`src/tpps_defines.svh`:
```
`ifndef TPPS_DEFINES_SVH
`define TPPS_DEFINES_SVH

// --------------------
// clock rate and rate scaling
// --------------------
`define TPPS_FCLK_HZ      25'h17D7840
`define TPPS_ACC_SCALE    20'h0007D
`define TPPS_DEC_K        64'h00000000000000FA

// --------------------
// register word addresses
// --------------------
`define TPPS_A_MODE       5'h00
`define TPPS_A_MULT       5'h01
`define TPPS_A_ACCEL      5'h02
`define TPPS_A_DECEL      5'h03
`define TPPS_A_START      5'h04
`define TPPS_A_DRV0       5'h05
`define TPPS_A_HOME_HI    5'h09
`define TPPS_A_LIM_POS    5'h0A
`define TPPS_A_LIM_NEG    5'h0B
`define TPPS_A_COUNT      5'h0C
`define TPPS_A_CMD        5'h0D
`define TPPS_A_POS        5'h0E
`define TPPS_A_STATUS     5'h0F
`define TPPS_A_SPEED      5'h10
`define TPPS_A_IRQ_STAT   5'h11
`define TPPS_A_IRQ_CLR    5'h12
`define TPPS_A_IRQ_EN     5'h13

// --------------------
// reset values and setting limits
// --------------------
`define TPPS_MULT_RST     9'h00A
`define TPPS_MULT_MAX     13'h01F4
`define TPPS_SET_MAX      13'h1F40
`define TPPS_ACCEL_RST    13'h0190
`define TPPS_DECEL_RST    13'h0190
`define TPPS_START_RST    13'h0032
`define TPPS_DRV0_RST     13'h000A
`define TPPS_DRV1_RST     13'h0064
`define TPPS_DRV2_RST     13'h03E8
`define TPPS_DRV3_RST     13'h1F40
`define TPPS_HOME_HI_RST  13'h03E8
`define TPPS_LIM_POS_RST  32'h007FFFFF
`define TPPS_LIM_NEG_RST  32'hFF800000
`define TPPS_COUNT_RST    32'h00000000

`endif

```
`src/tpps_pkg.sv`:
```
package tpps_pkg;

   // motion state, gray along idle-accel-cruise-decel
   typedef enum logic [1:0] {
      TPPS_IDLE   = 2'h0,
      TPPS_ACCEL  = 2'h1,
      TPPS_CRUISE = 2'h3,
      TPPS_DECEL  = 2'h2
   } tpps_state_t;

   // power-up sequencing
   typedef enum logic [1:0] {
      TPPS_B_START = 2'h0,
      TPPS_B_HOME  = 2'h1,
      TPPS_B_DONE  = 2'h3
   } tpps_boot_t;

   typedef struct packed {
      logic auto_prog;
      logic auto_home;
      logic swlim_en;
      logic decel_sel;
   } tpps_mode_t;

   typedef struct packed {
      logic       stop;
      logic       home;
      logic       cont;
      logic       dir;
      logic [1:0] sel;
      logic       start;
   } tpps_cmd_t;

   typedef struct packed {
      logic home_done;
      logic lim_err;
      logic move_done;
   } tpps_evt_t;

endpackage

```
`src/tpps_core.sv`:
```
// What this block does, and what its host must do
// (RULE1) ramp-down uses accel rate unless decel select is set
// (RULE2) host keeps decel above a fraction of accel
// (RULE3) leftover pulses go out at start speed
// (RULE4) enabled soft limits stop with decel outside range
// (RULE5) soft limit error clears back inside range
// (RULE6) soft limits ignored while homing
// (RULE7) auto home search after reset when enabled
// (RULE8) auto program start after reset when enabled
// (RULE9) program start waits for home search end
// (RULE10) host puts timer and home commands in program
// (RULE11) host stops motion before changing modes or settings
// (RULE12) multiplier 1..500, speeds 1..8000, scaled by multiplier
// (RULE13) accel is setting x 125 x multiplier
// (RULE14) decel is setting x 125 x multiplier
// (RULE15) ramped moves begin and end at start speed
// (RULE16) ramp only when drive speed exceeds start speed
// (RULE17) same ramp choice for home search high speed
// (RULE18) four drive speeds, one chosen per move
// (RULE19) ramp down when remaining pulses equal braking run
//
// Our own choices: the register addresses and strobed register access.
`timescale 1ns/1ps
`include "tpps_defines.svh"

module tpps_core #(
   parameter logic AUTO_HOME_DEF = 1'b0,
   parameter logic AUTO_PROG_DEF = 1'b0,
   parameter logic HOME_DIR      = 1'b1
) (
   // clock, reset, enable
   input  wire logic        i_clk,
   input  wire logic        i_rst,
   input  wire logic        i_ce,
   // register port
   input  wire logic [4:0]  i_addr,
   input  wire logic [31:0] i_wdata,
   input  wire logic        i_wr,
   input  wire logic        i_rd,
   output logic      [31:0] o_rdata,
   // pins
   input  wire logic        i_near_home,
   output logic             o_pulse,
   output logic             o_dir,
   output logic             o_busy,
   output logic             o_homing,
   output logic             o_prog_start,
   output logic             o_irq
);

   // ------------------------------------------------------------
   // settings clamp
   // ------------------------------------------------------------
   function automatic logic [12:0] clamp(input logic [31:0] d,
                                         input logic [12:0] mx);
      logic [12:0] r;
      r = d[12:0];
      if (d == 32'h0)
         r = 13'h0001;
      else if (d > {19'h0, mx})
         r = mx;
      return r;
   endfunction

   // ------------------------------------------------------------
   // register file
   // ------------------------------------------------------------
   tpps_pkg::tpps_mode_t mode, next_mode;
   logic [8:0]  mult, next_mult;
   logic [12:0] acc_set, next_acc_set;
   logic [12:0] dec_set, next_dec_set;
   logic [12:0] sv, next_sv;
   logic [12:0] drv [0:3];
   logic [12:0] next_drv [0:3];
   logic [12:0] home_hi, next_home_hi;
   logic [31:0] lim_pos, next_lim_pos;
   logic [31:0] lim_neg, next_lim_neg;
   logic [31:0] count, next_count;
   logic [2:0]  irq_stat, next_irq_stat;
   logic [2:0]  irq_en, next_irq_en;
   logic [31:0] next_rdata;

   // motion state, declared here for the read mux
   tpps_pkg::tpps_state_t state, next_state;
   tpps_pkg::tpps_boot_t  boot, next_boot;
   tpps_pkg::tpps_evt_t   evt;
   logic [12:0] v, next_v;
   logic [31:0] pos, next_pos;
   logic        lerr_p, next_lerr_p;
   logic        lerr_n, next_lerr_n;

   tpps_pkg::tpps_cmd_t cmd;
   logic wr_cmd;
   assign cmd    = tpps_pkg::tpps_cmd_t'(i_wdata[6:0]);
   assign wr_cmd = i_wr && (i_addr == `TPPS_A_CMD);

   // writes clamp each setting into its legal range
   always_comb begin
      next_mode     = mode;
      next_mult     = mult;
      next_acc_set  = acc_set;
      next_dec_set  = dec_set;
      next_sv       = sv;
      next_drv      = drv;
      next_home_hi  = home_hi;
      next_lim_pos  = lim_pos;
      next_lim_neg  = lim_neg;
      next_count    = count;
      next_irq_en   = irq_en;
      next_irq_stat = irq_stat;
      next_rdata    = 32'h0;
      if (i_wr) begin
         case (i_addr)
            `TPPS_A_MODE:    next_mode = i_wdata[3:0];
            `TPPS_A_MULT:
               next_mult = 9'(clamp(i_wdata, `TPPS_MULT_MAX)); // RULE12
            `TPPS_A_ACCEL:
               next_acc_set = clamp(i_wdata, `TPPS_SET_MAX); // RULE12
            `TPPS_A_DECEL:   next_dec_set = clamp(i_wdata, `TPPS_SET_MAX);
            `TPPS_A_START:   next_sv = clamp(i_wdata, `TPPS_SET_MAX);
            `TPPS_A_HOME_HI: next_home_hi = clamp(i_wdata, `TPPS_SET_MAX);
            `TPPS_A_LIM_POS: next_lim_pos = i_wdata;
            `TPPS_A_LIM_NEG: next_lim_neg = i_wdata;
            `TPPS_A_COUNT:   next_count = i_wdata;
            `TPPS_A_IRQ_EN:  next_irq_en = i_wdata[2:0];
            default: begin
               if (i_addr >= `TPPS_A_DRV0 && i_addr < `TPPS_A_HOME_HI)
                  next_drv[i_addr[1:0] - 2'h1] =
                     clamp(i_wdata, `TPPS_SET_MAX); // RULE18
            end
         endcase
      end
      // a new event beats a clear in the same cycle
      if (i_wr && i_addr == `TPPS_A_IRQ_CLR)
         next_irq_stat = irq_stat & ~i_wdata[2:0];
      next_irq_stat = next_irq_stat | evt;
      if (i_rd) begin
         case (i_addr)
            `TPPS_A_MODE:     next_rdata = {28'h0, mode};
            `TPPS_A_MULT:     next_rdata = {23'h0, mult};
            `TPPS_A_ACCEL:    next_rdata = {19'h0, acc_set};
            `TPPS_A_DECEL:    next_rdata = {19'h0, dec_set};
            `TPPS_A_START:    next_rdata = {19'h0, sv};
            `TPPS_A_HOME_HI:  next_rdata = {19'h0, home_hi};
            `TPPS_A_LIM_POS:  next_rdata = lim_pos;
            `TPPS_A_LIM_NEG:  next_rdata = lim_neg;
            `TPPS_A_COUNT:    next_rdata = count;
            `TPPS_A_POS:      next_rdata = pos;
            `TPPS_A_STATUS:   next_rdata = {25'h0, boot == tpps_pkg::TPPS_B_DONE,
                                 lerr_n, lerr_p, o_homing, state, o_busy};
            `TPPS_A_SPEED:    next_rdata = {19'h0, v};
            `TPPS_A_IRQ_STAT: next_rdata = {29'h0, irq_stat};
            `TPPS_A_IRQ_EN:   next_rdata = {29'h0, irq_en};
            default: begin
               if (i_addr >= `TPPS_A_DRV0 && i_addr < `TPPS_A_HOME_HI)
                  next_rdata = {19'h0, drv[i_addr[1:0] - 2'h1]};
            end
         endcase
      end
   end

   // auto-start bits reset to the stored power-on choice
   always_ff @(posedge i_clk) begin
      if (i_rst) begin
         mode     <= {AUTO_PROG_DEF, AUTO_HOME_DEF, 2'h0};
         mult     <= `TPPS_MULT_RST;
         acc_set  <= `TPPS_ACCEL_RST;
         dec_set  <= `TPPS_DECEL_RST;
         sv       <= `TPPS_START_RST;
         drv[0]   <= `TPPS_DRV0_RST;
         drv[1]   <= `TPPS_DRV1_RST;
         drv[2]   <= `TPPS_DRV2_RST;
         drv[3]   <= `TPPS_DRV3_RST;
         home_hi  <= `TPPS_HOME_HI_RST;
         lim_pos  <= `TPPS_LIM_POS_RST;
         lim_neg  <= `TPPS_LIM_NEG_RST;
         count    <= `TPPS_COUNT_RST;
         irq_stat <= 3'h0;
         irq_en   <= 3'h0;
         o_rdata  <= 32'h0;
      end else if (i_ce) begin
         mode     <= next_mode;
         mult     <= next_mult;
         acc_set  <= next_acc_set;
         dec_set  <= next_dec_set;
         sv       <= next_sv;
         drv      <= next_drv;
         home_hi  <= next_home_hi;
         lim_pos  <= next_lim_pos;
         lim_neg  <= next_lim_neg;
         count    <= next_count;
         irq_stat <= next_irq_stat;
         irq_en   <= next_irq_en;
         o_rdata  <= next_rdata;
      end
   end

   assign o_irq = |(irq_stat & irq_en);

   // ------------------------------------------------------------
   // near-home pin synchroniser
   // ------------------------------------------------------------
   logic nh_meta;
   logic nh_sync;
   always_ff @(posedge i_clk) begin
      if (i_rst) begin
         nh_meta <= 1'b0;
         nh_sync <= 1'b0;
      end else if (i_ce) begin
         nh_meta <= i_near_home;
         nh_sync <= nh_meta;
      end
   end

   // --------------------
   // motion generator
   // --------------------
   logic [24:0] pacc, next_pacc;
   logic [24:0] vacc, next_vacc;
   logic [31:0] rem, next_rem;
   logic [12:0] tgt, next_tgt;
   logic        dir, next_dir;
   logic        cont, next_cont;
   logic        homing, next_homing;
   logic        halt, next_halt;
   logic        next_pulse;
   logic        next_prog;

   logic [21:0] pps;
   logic [12:0] dn_rate;
   logic [63:0] need_k;
   logic [63:0] have_k;
   logic        near_end;
   logic        out_p;
   logic        out_n;
   logic        viol;
   logic        stop_req;
   logic        start_go;
   logic        boot_go;
   logic        done;
   logic [24:0] psum;
   logic [24:0] vsum;

   // fixed pps from setting units; the fraction lives in the accumulator
   assign pps     = 22'(v) * 22'(mult); // RULE15 RULE18
   assign dn_rate = mode.decel_sel ? dec_set : acc_set; // RULE1 RULE14
   assign need_k  = (64'(v) * 64'(v) - 64'(sv) * 64'(sv)) * 64'(mult);
   assign have_k  = 64'(rem) * 64'(dn_rate) * `TPPS_DEC_K;
   // slow down once remaining pulses no longer exceed the braking run
   assign near_end = !cont && (v > sv) && (have_k <= need_k); // RULE19
   assign out_p   = $signed(pos) > $signed(lim_pos);
   assign out_n   = $signed(pos) < $signed(lim_neg);
   assign viol    = mode.swlim_en && !homing && o_busy
                    && ((!dir && out_p) || (dir && out_n)); // RULE4 RULE6
   assign stop_req = (wr_cmd && cmd.stop) || viol
                     || (homing && nh_sync);
   assign boot_go  = (boot == tpps_pkg::TPPS_B_START) && mode.auto_home;
   assign start_go = state == tpps_pkg::TPPS_IDLE
                     && (boot_go || (wr_cmd && cmd.start && !cmd.stop));

   always_comb begin
      next_state  = state;
      next_boot   = boot;
      next_v      = v;
      next_pos    = pos;
      next_pacc   = pacc;
      next_vacc   = vacc;
      next_rem    = rem;
      next_tgt    = tgt;
      next_dir    = dir;
      next_cont   = cont;
      next_homing = homing;
      next_halt   = halt || (stop_req && state != tpps_pkg::TPPS_IDLE);
      next_lerr_p = lerr_p;
      next_lerr_n = lerr_n;
      next_pulse  = 1'b0;
      next_prog   = 1'b0;
      evt         = '0;
      done        = 1'b0;
      psum        = pacc + 25'(pps);
      vsum        = 25'h0;
      // error flags: set on a violation, cleared back inside the range
      if (viol) begin
         next_lerr_p = lerr_p || !dir; // RULE4
         next_lerr_n = lerr_n || dir;
         evt.lim_err = !(lerr_p || lerr_n);
      end else begin
         if (!out_p) next_lerr_p = 1'b0; // RULE5
         if (!out_n) next_lerr_n = 1'b0; // RULE5
      end
      // preset of the position counter only while idle
      if (i_wr && i_addr == `TPPS_A_POS && state == tpps_pkg::TPPS_IDLE)
         next_pos = i_wdata;
      // pulse phase accumulator, held when no pulses remain
      if (state != tpps_pkg::TPPS_IDLE && (cont || rem != 32'h0)) begin
         if (psum >= `TPPS_FCLK_HZ) begin
            next_pacc  = psum - `TPPS_FCLK_HZ;
            next_pulse = 1'b1;
            next_rem   = rem - 32'h1;
            next_pos   = dir ? pos - 32'h1 : pos + 32'h1;
         end else begin
            next_pacc = psum;
         end
      end
      case (state)
         tpps_pkg::TPPS_IDLE: begin
            if (start_go) begin
               next_dir    = boot_go ? HOME_DIR : cmd.dir;
               next_cont   = boot_go || cmd.cont || cmd.home;
               next_homing = boot_go || cmd.home;
               next_tgt    = (boot_go || cmd.home) ? home_hi : drv[cmd.sel];
               next_rem    = count;
               next_pacc   = 25'h0;
               next_vacc   = 25'h0;
               next_halt   = 1'b0;
               // ramp only when the plateau is above start speed
               if (next_tgt > sv) begin // RULE16 RULE17
                  next_v     = sv; // RULE15
                  next_state = tpps_pkg::TPPS_ACCEL;
               end else begin
                  next_v     = next_tgt;
                  next_state = tpps_pkg::TPPS_CRUISE;
               end
            end
         end
         tpps_pkg::TPPS_ACCEL: begin
            if (!cont && rem == 32'h0) begin
               done = 1'b1;
            end else if (stop_req || halt || near_end) begin
               next_state = tpps_pkg::TPPS_DECEL;
            end else begin
               vsum = vacc + 25'(acc_set * `TPPS_ACC_SCALE); // RULE13
               if (vsum >= `TPPS_FCLK_HZ) begin
                  next_vacc = vsum - `TPPS_FCLK_HZ;
                  next_v    = v + 13'h0001;
               end else begin
                  next_vacc = vsum;
               end
               if (next_v >= tgt) begin
                  next_v     = tgt;
                  next_state = tpps_pkg::TPPS_CRUISE;
               end
            end
         end
         tpps_pkg::TPPS_CRUISE: begin
            if (!cont && rem == 32'h0)
               done = 1'b1;
            else if (stop_req && tgt <= sv)
               done = 1'b1; // constant speed stops at once
            else if (stop_req || near_end)
               next_state = tpps_pkg::TPPS_DECEL;
         end
         tpps_pkg::TPPS_DECEL: begin
            if (!cont && rem == 32'h0) begin // RULE3
               done = 1'b1;
            end else if (v > sv) begin
               vsum = vacc + 25'(dn_rate * `TPPS_ACC_SCALE); // RULE14
               if (vsum >= `TPPS_FCLK_HZ) begin
                  next_vacc = vsum - `TPPS_FCLK_HZ;
                  next_v    = v - 13'h0001;
               end else begin
                  next_vacc = vsum;
               end
            end else if (cont || halt) begin
               done = 1'b1; // RULE15
            end
            // otherwise creep out the rest at start speed
         end
         default: next_state = tpps_pkg::TPPS_IDLE;
      endcase
      if (done) begin
         next_pulse     = 1'b0; // no step after busy drops
         next_pos       = pos;
         next_state     = tpps_pkg::TPPS_IDLE;
         next_v         = 13'h0;
         next_homing    = 1'b0;
         evt.move_done  = 1'b1;
         evt.home_done  = homing;
      end
      // power-up: home first, then the stored program
      case (boot)
         tpps_pkg::TPPS_B_START: begin
            if (mode.auto_home) begin // RULE7
               next_boot = tpps_pkg::TPPS_B_HOME;
            end else begin
               next_prog = mode.auto_prog; // RULE8
               next_boot = tpps_pkg::TPPS_B_DONE;
            end
         end
         tpps_pkg::TPPS_B_HOME: begin
            if (done) begin
               next_prog = mode.auto_prog; // RULE9
               next_boot = tpps_pkg::TPPS_B_DONE;
            end
         end
         tpps_pkg::TPPS_B_DONE: next_boot = boot;
         default: next_boot = tpps_pkg::TPPS_B_DONE;
      endcase
   end

   always_ff @(posedge i_clk) begin
      if (i_rst) begin
         state        <= tpps_pkg::TPPS_IDLE;
         boot         <= tpps_pkg::TPPS_B_START;
         v            <= 13'h0;
         pos          <= 32'h0;
         pacc         <= 25'h0;
         vacc         <= 25'h0;
         rem          <= 32'h0;
         tgt          <= 13'h0;
         dir          <= 1'b0;
         cont         <= 1'b0;
         homing       <= 1'b0;
         halt         <= 1'b0;
         lerr_p       <= 1'b0;
         lerr_n       <= 1'b0;
         o_pulse      <= 1'b0;
         o_prog_start <= 1'b0;
      end else if (i_ce) begin
         state        <= next_state;
         boot         <= next_boot;
         v            <= next_v;
         pos          <= next_pos;
         pacc         <= next_pacc;
         vacc         <= next_vacc;
         rem          <= next_rem;
         tgt          <= next_tgt;
         dir          <= next_dir;
         cont         <= next_cont;
         homing       <= next_homing;
         halt         <= next_halt;
         lerr_p       <= next_lerr_p;
         lerr_n       <= next_lerr_n;
         o_pulse      <= next_pulse;
         o_prog_start <= next_prog;
      end
   end

   assign o_dir    = dir;
   assign o_busy   = state != tpps_pkg::TPPS_IDLE;
   assign o_homing = homing;

endmodule

```
`config.mk`:
```
export PLATFORM = sky130hd
export DESIGN_NAME = tpps_core
export DESIGN_NICKNAME = d
export VERILOG_FILES = /design/src/tpps_pkg.sv /design/src/tpps_core.sv
export VERILOG_INCLUDE_DIRS = /design/src
export SDC_FILE = /design/constraint.sdc
export NUM_CORES = 2
export LEC_CHECK = 0
export BUFFER_PORTS_ARGS = -buffer_cell sky130_fd_sc_hd__buf_2
export CAP_MARGIN = 20
export CORE_ASPECT_RATIO = 1.25
export CORE_MARGIN = 5
export CORE_UTILIZATION = 60
export CTS_BUF_LIST = sky130_fd_sc_hd__clkbuf_4 sky130_fd_sc_hd__clkbuf_8
export DETAILED_ROUTE_END_ITERATION = 10
export PLACE_DENSITY = 0.76
export REMOVE_ABC_BUFFERS = 1
export SLEW_MARGIN = 20
export SYNTH_ARGS = -nofsm -noshare
export SYNTH_HDL_FRONTEND = slang
export SYNTH_SLANG_ARGS = --single-unit
export TNS_END_PERCENT = 1
```
`constraint.sdc`:
```
create_clock -name i_clk -period 17.3 [get_ports i_clk]
set_input_delay 3.46 -clock i_clk [delete_from_list [all_inputs] [get_ports i_clk]]
set_output_delay 3.46 -clock i_clk [all_outputs]
set_load 0.1 [all_outputs]
```
==> out/results.txt <==
The flow ran to the end, and the final reports show no timing, DRC or antenna violations. For this run, the number of Yosys warnings is 0. For this run, the slowest stage of the critical path takes 0.66 ns. After detailed placement, the design holds a cell count of 10200.

The worst-case IR drop observed on VDD is 102 uV. The area of the mapped netlist was 75200 sq um; the number of clock sinks seen by CTS was 405. Counting the buffers created by CTS gives 68. The final clock period utilization by the worst path came out at 95.1%. The total overflow left after global routing is 0.

Synthesis instantiated 117 different standard cells from the library. For the post-synthesis sequential area ratio, the log shows 10.8%. The source of the critical timing path was sv[1]$_SDFFE_PP1P_. The wire length reported by the detailed router was 232000 um. TritonCTS built the clock tree. In the synthesized netlist the dominant register cell turns out to be dfxtp_1. The floorplan die height came out at 406 um.

The DRC violation count after routing is 0. The tree is rooted in a clkbuf_8. The share of synthesized flip-flops with an asynchronous set or reset is 0%, and the highest attainable clock frequency is 0.0608 GHz. In this run the standard cell core region covers 125000 sq um. The number of synthesized register bits was 405; the buffers plus inverters on the worst setup path was 7.

Setup repair after global routing left no endpoint under its margin. The count of nets left with antenna violations once routing finished came out at 0. In this run the critical register-to-register path is launched from sv[1]$_SDFFE_PP1P_. Cells with a size suffix above 1 make up 5.14% of the layout.

The overall track demand over capacity in global routing was 34.8%. Counting along the longest clock path gives a buffer depth of 3. The worst hold path belongs to the class register to register. STA classifies the critical path endpoint as a register. The critical path runs through a total of 54 cells.

Entering global routing, the biggest net connects 80 pins. The wire-length estimate of the detail-placed layout is 185000 um. The initial antenna violation count came out at 4. The average instance in the mapped netlist occupies 8.56 sq um. The tools report the startpoint kind of the worst setup timing path as a register. In this run the number of H-tree levels came out at 3. On the critical path, the stage with the largest delay is an instance of a2111oi_0. Setup violations remaining at the end of the flow were counted as 0. In this run the cell area measured after placement is 77000 sq um. The clock period could shrink to 16.45 ns.

Across the run, the number of max-cap violations was 0. Leaving out fill and tap cells, the most frequent cells in the layout are 1556 x inv_1, 1162 x fa_1, 916 x nand2_1, 787 x ha_1, 581 x nor2_1. The number of violations reported at the end of detailed-routing iteration 0 came out at 5395. The power density normalized to cell area is 58.3 nW/um^2. After clock tree synthesis, the clock-pin slew on the worst setup and hold paths is 0.08 ns. By instance count, the cell type seen most on the critical path is fa_1. Data arrives at the worst endpoint at 17.10 ns. The finished cells cover 78700 sq um. The most critical setup path has its endpoint at v[5]$_SDFFE_PP0P_. The worst setup path is of the register to register kind. In this run the tool buffered the top-level ports with 80 buffer cells. The first detailed-routing pass ran for 7 iterations. The cell count after synthesis came out at 8789.

The die is 327 um wide. The relative slew slack was 17.8%. The die area is 133000 sq um, and the global-route wire length before repair is 364000 um. Dividing the detail-routed wire length by the instance count gives 22.4 um. The worst-case clock skew was 0.0499 ns.

Count of endpoints failing hold in the final timing report: 0. The worst register-to-register path has a depth of 54. The tools report the effective utilization at floorplan as 60.3%. The tools report the data required time of the worst path as 17.96 ns.

The tools report the routability-driven placement congestion ratio as 1.00. The family with the most delay on the worst path was adder cells. The reported leakage power was 39.5 nW. For the via count, the log shows 63300. The via count of the first global-routing pass is 66200. The most frequent standard cell in the layout excluding fill and tap cells was inv_1. The number of pins exceeding their max-slew limit in the final report is 0.

After the flow finishes, the layout carries non-filler instances totaling 10300. Post-CTS timing repair inserted 0 buffers for setup. In the routed layout, each cell is associated on average with a via count of 6.12.

The clock reaches the later pin of the worst-skew pair after 0.76 ns. In this run the critical register-to-register path is captured at v[5]$_SDFFE_PP0P_. At the pin with the least slew margin, the transition time is 1.23 ns. The layout overhead on the synthesized area was 4.60%; the maximum net fanout on the critical path was 14.

The post-route setup TNS was 0 ns; the number of nets in the final layout was 10700. The synthesized design contains 0 enable-type register cells. The setup check on the worst reg-to-reg path leaves a slack of 0.85 ns. The floorplan row count is 145. The I/O pin count was 81.
## report_power, final
part | leakage [nW] | total, mW | internal (mW) | switching, mW
clock network | 0.829 | 1.04 | 0.580 | 0.459
logic | 35.4 | 2.61 | 0.995 | 1.61
registers | 3.27 | 0.945 | 0.937 | 0.00762
total | 39.5 | 4.59 | 2.51 | 2.08
## metal layers
layer | global-route usage, % | up-vias | wire length (um)
met2 | 59.6 | 2913 | 112000
met1 | 41.4 | 31300 | 85200
met4 | 20.4 | 4 | 16000
li1 | - | 28300 | -
met3 | 6.14 | 766 | 19200
met5 | 0 | - | 24
## cells by family (layout without fill, tap and decap cells)
group / after synthesis / in the layout / share of synthesized area, %
adders and majority gates: 1949 / 1949 / 44.0
other: 2 / 5 / 0.00998
DFF: 405 / 405 / 10.8
buffers and inverters: 1951 / 1877 / 9.79
muxes: 97 / 97 / 1.75
and+or+nand+nor: 2532 / 2532 / 16.1
AOI/OAI and AO/OA: 1559 / 1559 / 14.2
xor gates and xnor gates: 294 / 294 / 3.42
## registers in the layout, indices dropped and copies added, names as in the netlist, 9 cells and up
register / flops
acc_set: 13
count: 32
dec_set: 13
drv: 52
home_hi: 13
lim_neg: 32
lim_pos: 32
mult: 9
o_rdata: 32
pacc: 25
pos: 32
rem: 32
sv: 13
tgt: 13
v: 13
vacc: 25
## worst min-delay path, cell delays in order (launching register included)
cell	delay [ns]
dfxtp_1	0.31
nand2_1	0.06
a21oi_1	0.05
## how the worst min path moves through the flow
stage	start	endpoint	slack (ns)	depth (start not counted)
after global placement	pacc[19]$_SDFFE_PP0P_	pacc[19]$_SDFFE_PP0P_	0.44	2
after global routing	pacc[17]$_SDFFE_PP0P_	pacc[17]$_SDFFE_PP0P_	0.49	2
after CTS	o_rdata[7]$_SDFFE_PP0P_	o_rdata[7]$_SDFFE_PP0P_	0.46	2
final	o_rdata[7]$_SDFFE_PP0P_	o_rdata[7]$_SDFFE_PP0P_	0.46	2
after floorplan	pacc[17]$_SDFFE_PP0P_	pacc[17]$_SDFFE_PP0P_	0.43	2
after detailed placement	o_rdata[7]$_SDFFE_PP0P_	o_rdata[7]$_SDFFE_PP0P_	0.45	2
## stage by stage
stage	power [mW]	utilization, %	hold slack [ns]	worst slack [ns]
floorplan	2.80	-	0.425	1.92
global placement	3.46	61.7	0.438	1.00
detailed placement	3.54	61.7	0.450	0.764
CTS	4.57	63.0	0.464	0.720
global route	4.96	63.0	0.488	0.00490
finish	4.59	63.0	0.463	0.855
## repair_timing
action,4_1_cts,5_1_grt
resized for setup,0,3
hold buffers,0,0
setup endpoints to repair,0,37
## synthesized netlist by cell type, drive strengths merged, types with 14 or more instances
master	number	share of area (%)
nand3	110	0.73
nand2b	44	0.37
clkbuf	347	1.7
nand2	917	4.6
mux4	26	0.78
nor4	25	0.27
nor3b	15	0.15
buf	35	0.23
nor2	585	2.9
a2111oi	24	0.38
mux2i	54	0.72
nand3b	16	0.17
a211o	22	0.26
a222oi	18	0.24
a22oi	84	0.84
nor2b	92	0.77
nand4	76	0.63
xnor2	193	2.2
and3	54	0.45
ha	787	13
nor3	87	0.60
a32o	14	0.19
a21o	146	1.5
and4	16	0.19
o211ai	103	1.0
o21a	69	0.69
xor2	101	1.2
mux2	17	0.25
or2	19	0.16
a211oi	114	1.2
a31oi	30	0.25
o31ai	29	0.31
inv	1559	7.8
o21ai	217	1.5
o21bai	39	0.39
or3	32	0.27
a31o	16	0.19
a21oi	446	3.0
fa	1162	31
o221ai	14	0.16
and2	410	3.4
a221oi	20	0.23
a22o	16	0.19
dfxtp	405	11
## layout make-up
| class | count | area, sq um |
|---|---|---|
| Antenna cell | 3 | 7.51 |
| Clock buffer | 98 | 1270 |
| Clock inverter | 20 | 313 |
| Fill cell | 10700 | 46100 |
| Inverter | 1569 | 5890 |
| Multi-Input combinational cell | 6433 | 59800 |
| Sequential cell | 405 | 8110 |
| Tap cell | 1617 | 2020 |
| Timing Repair Buffer | 190 | 1240 |
No activity file was read; power rests on OpenSTA's default activity.
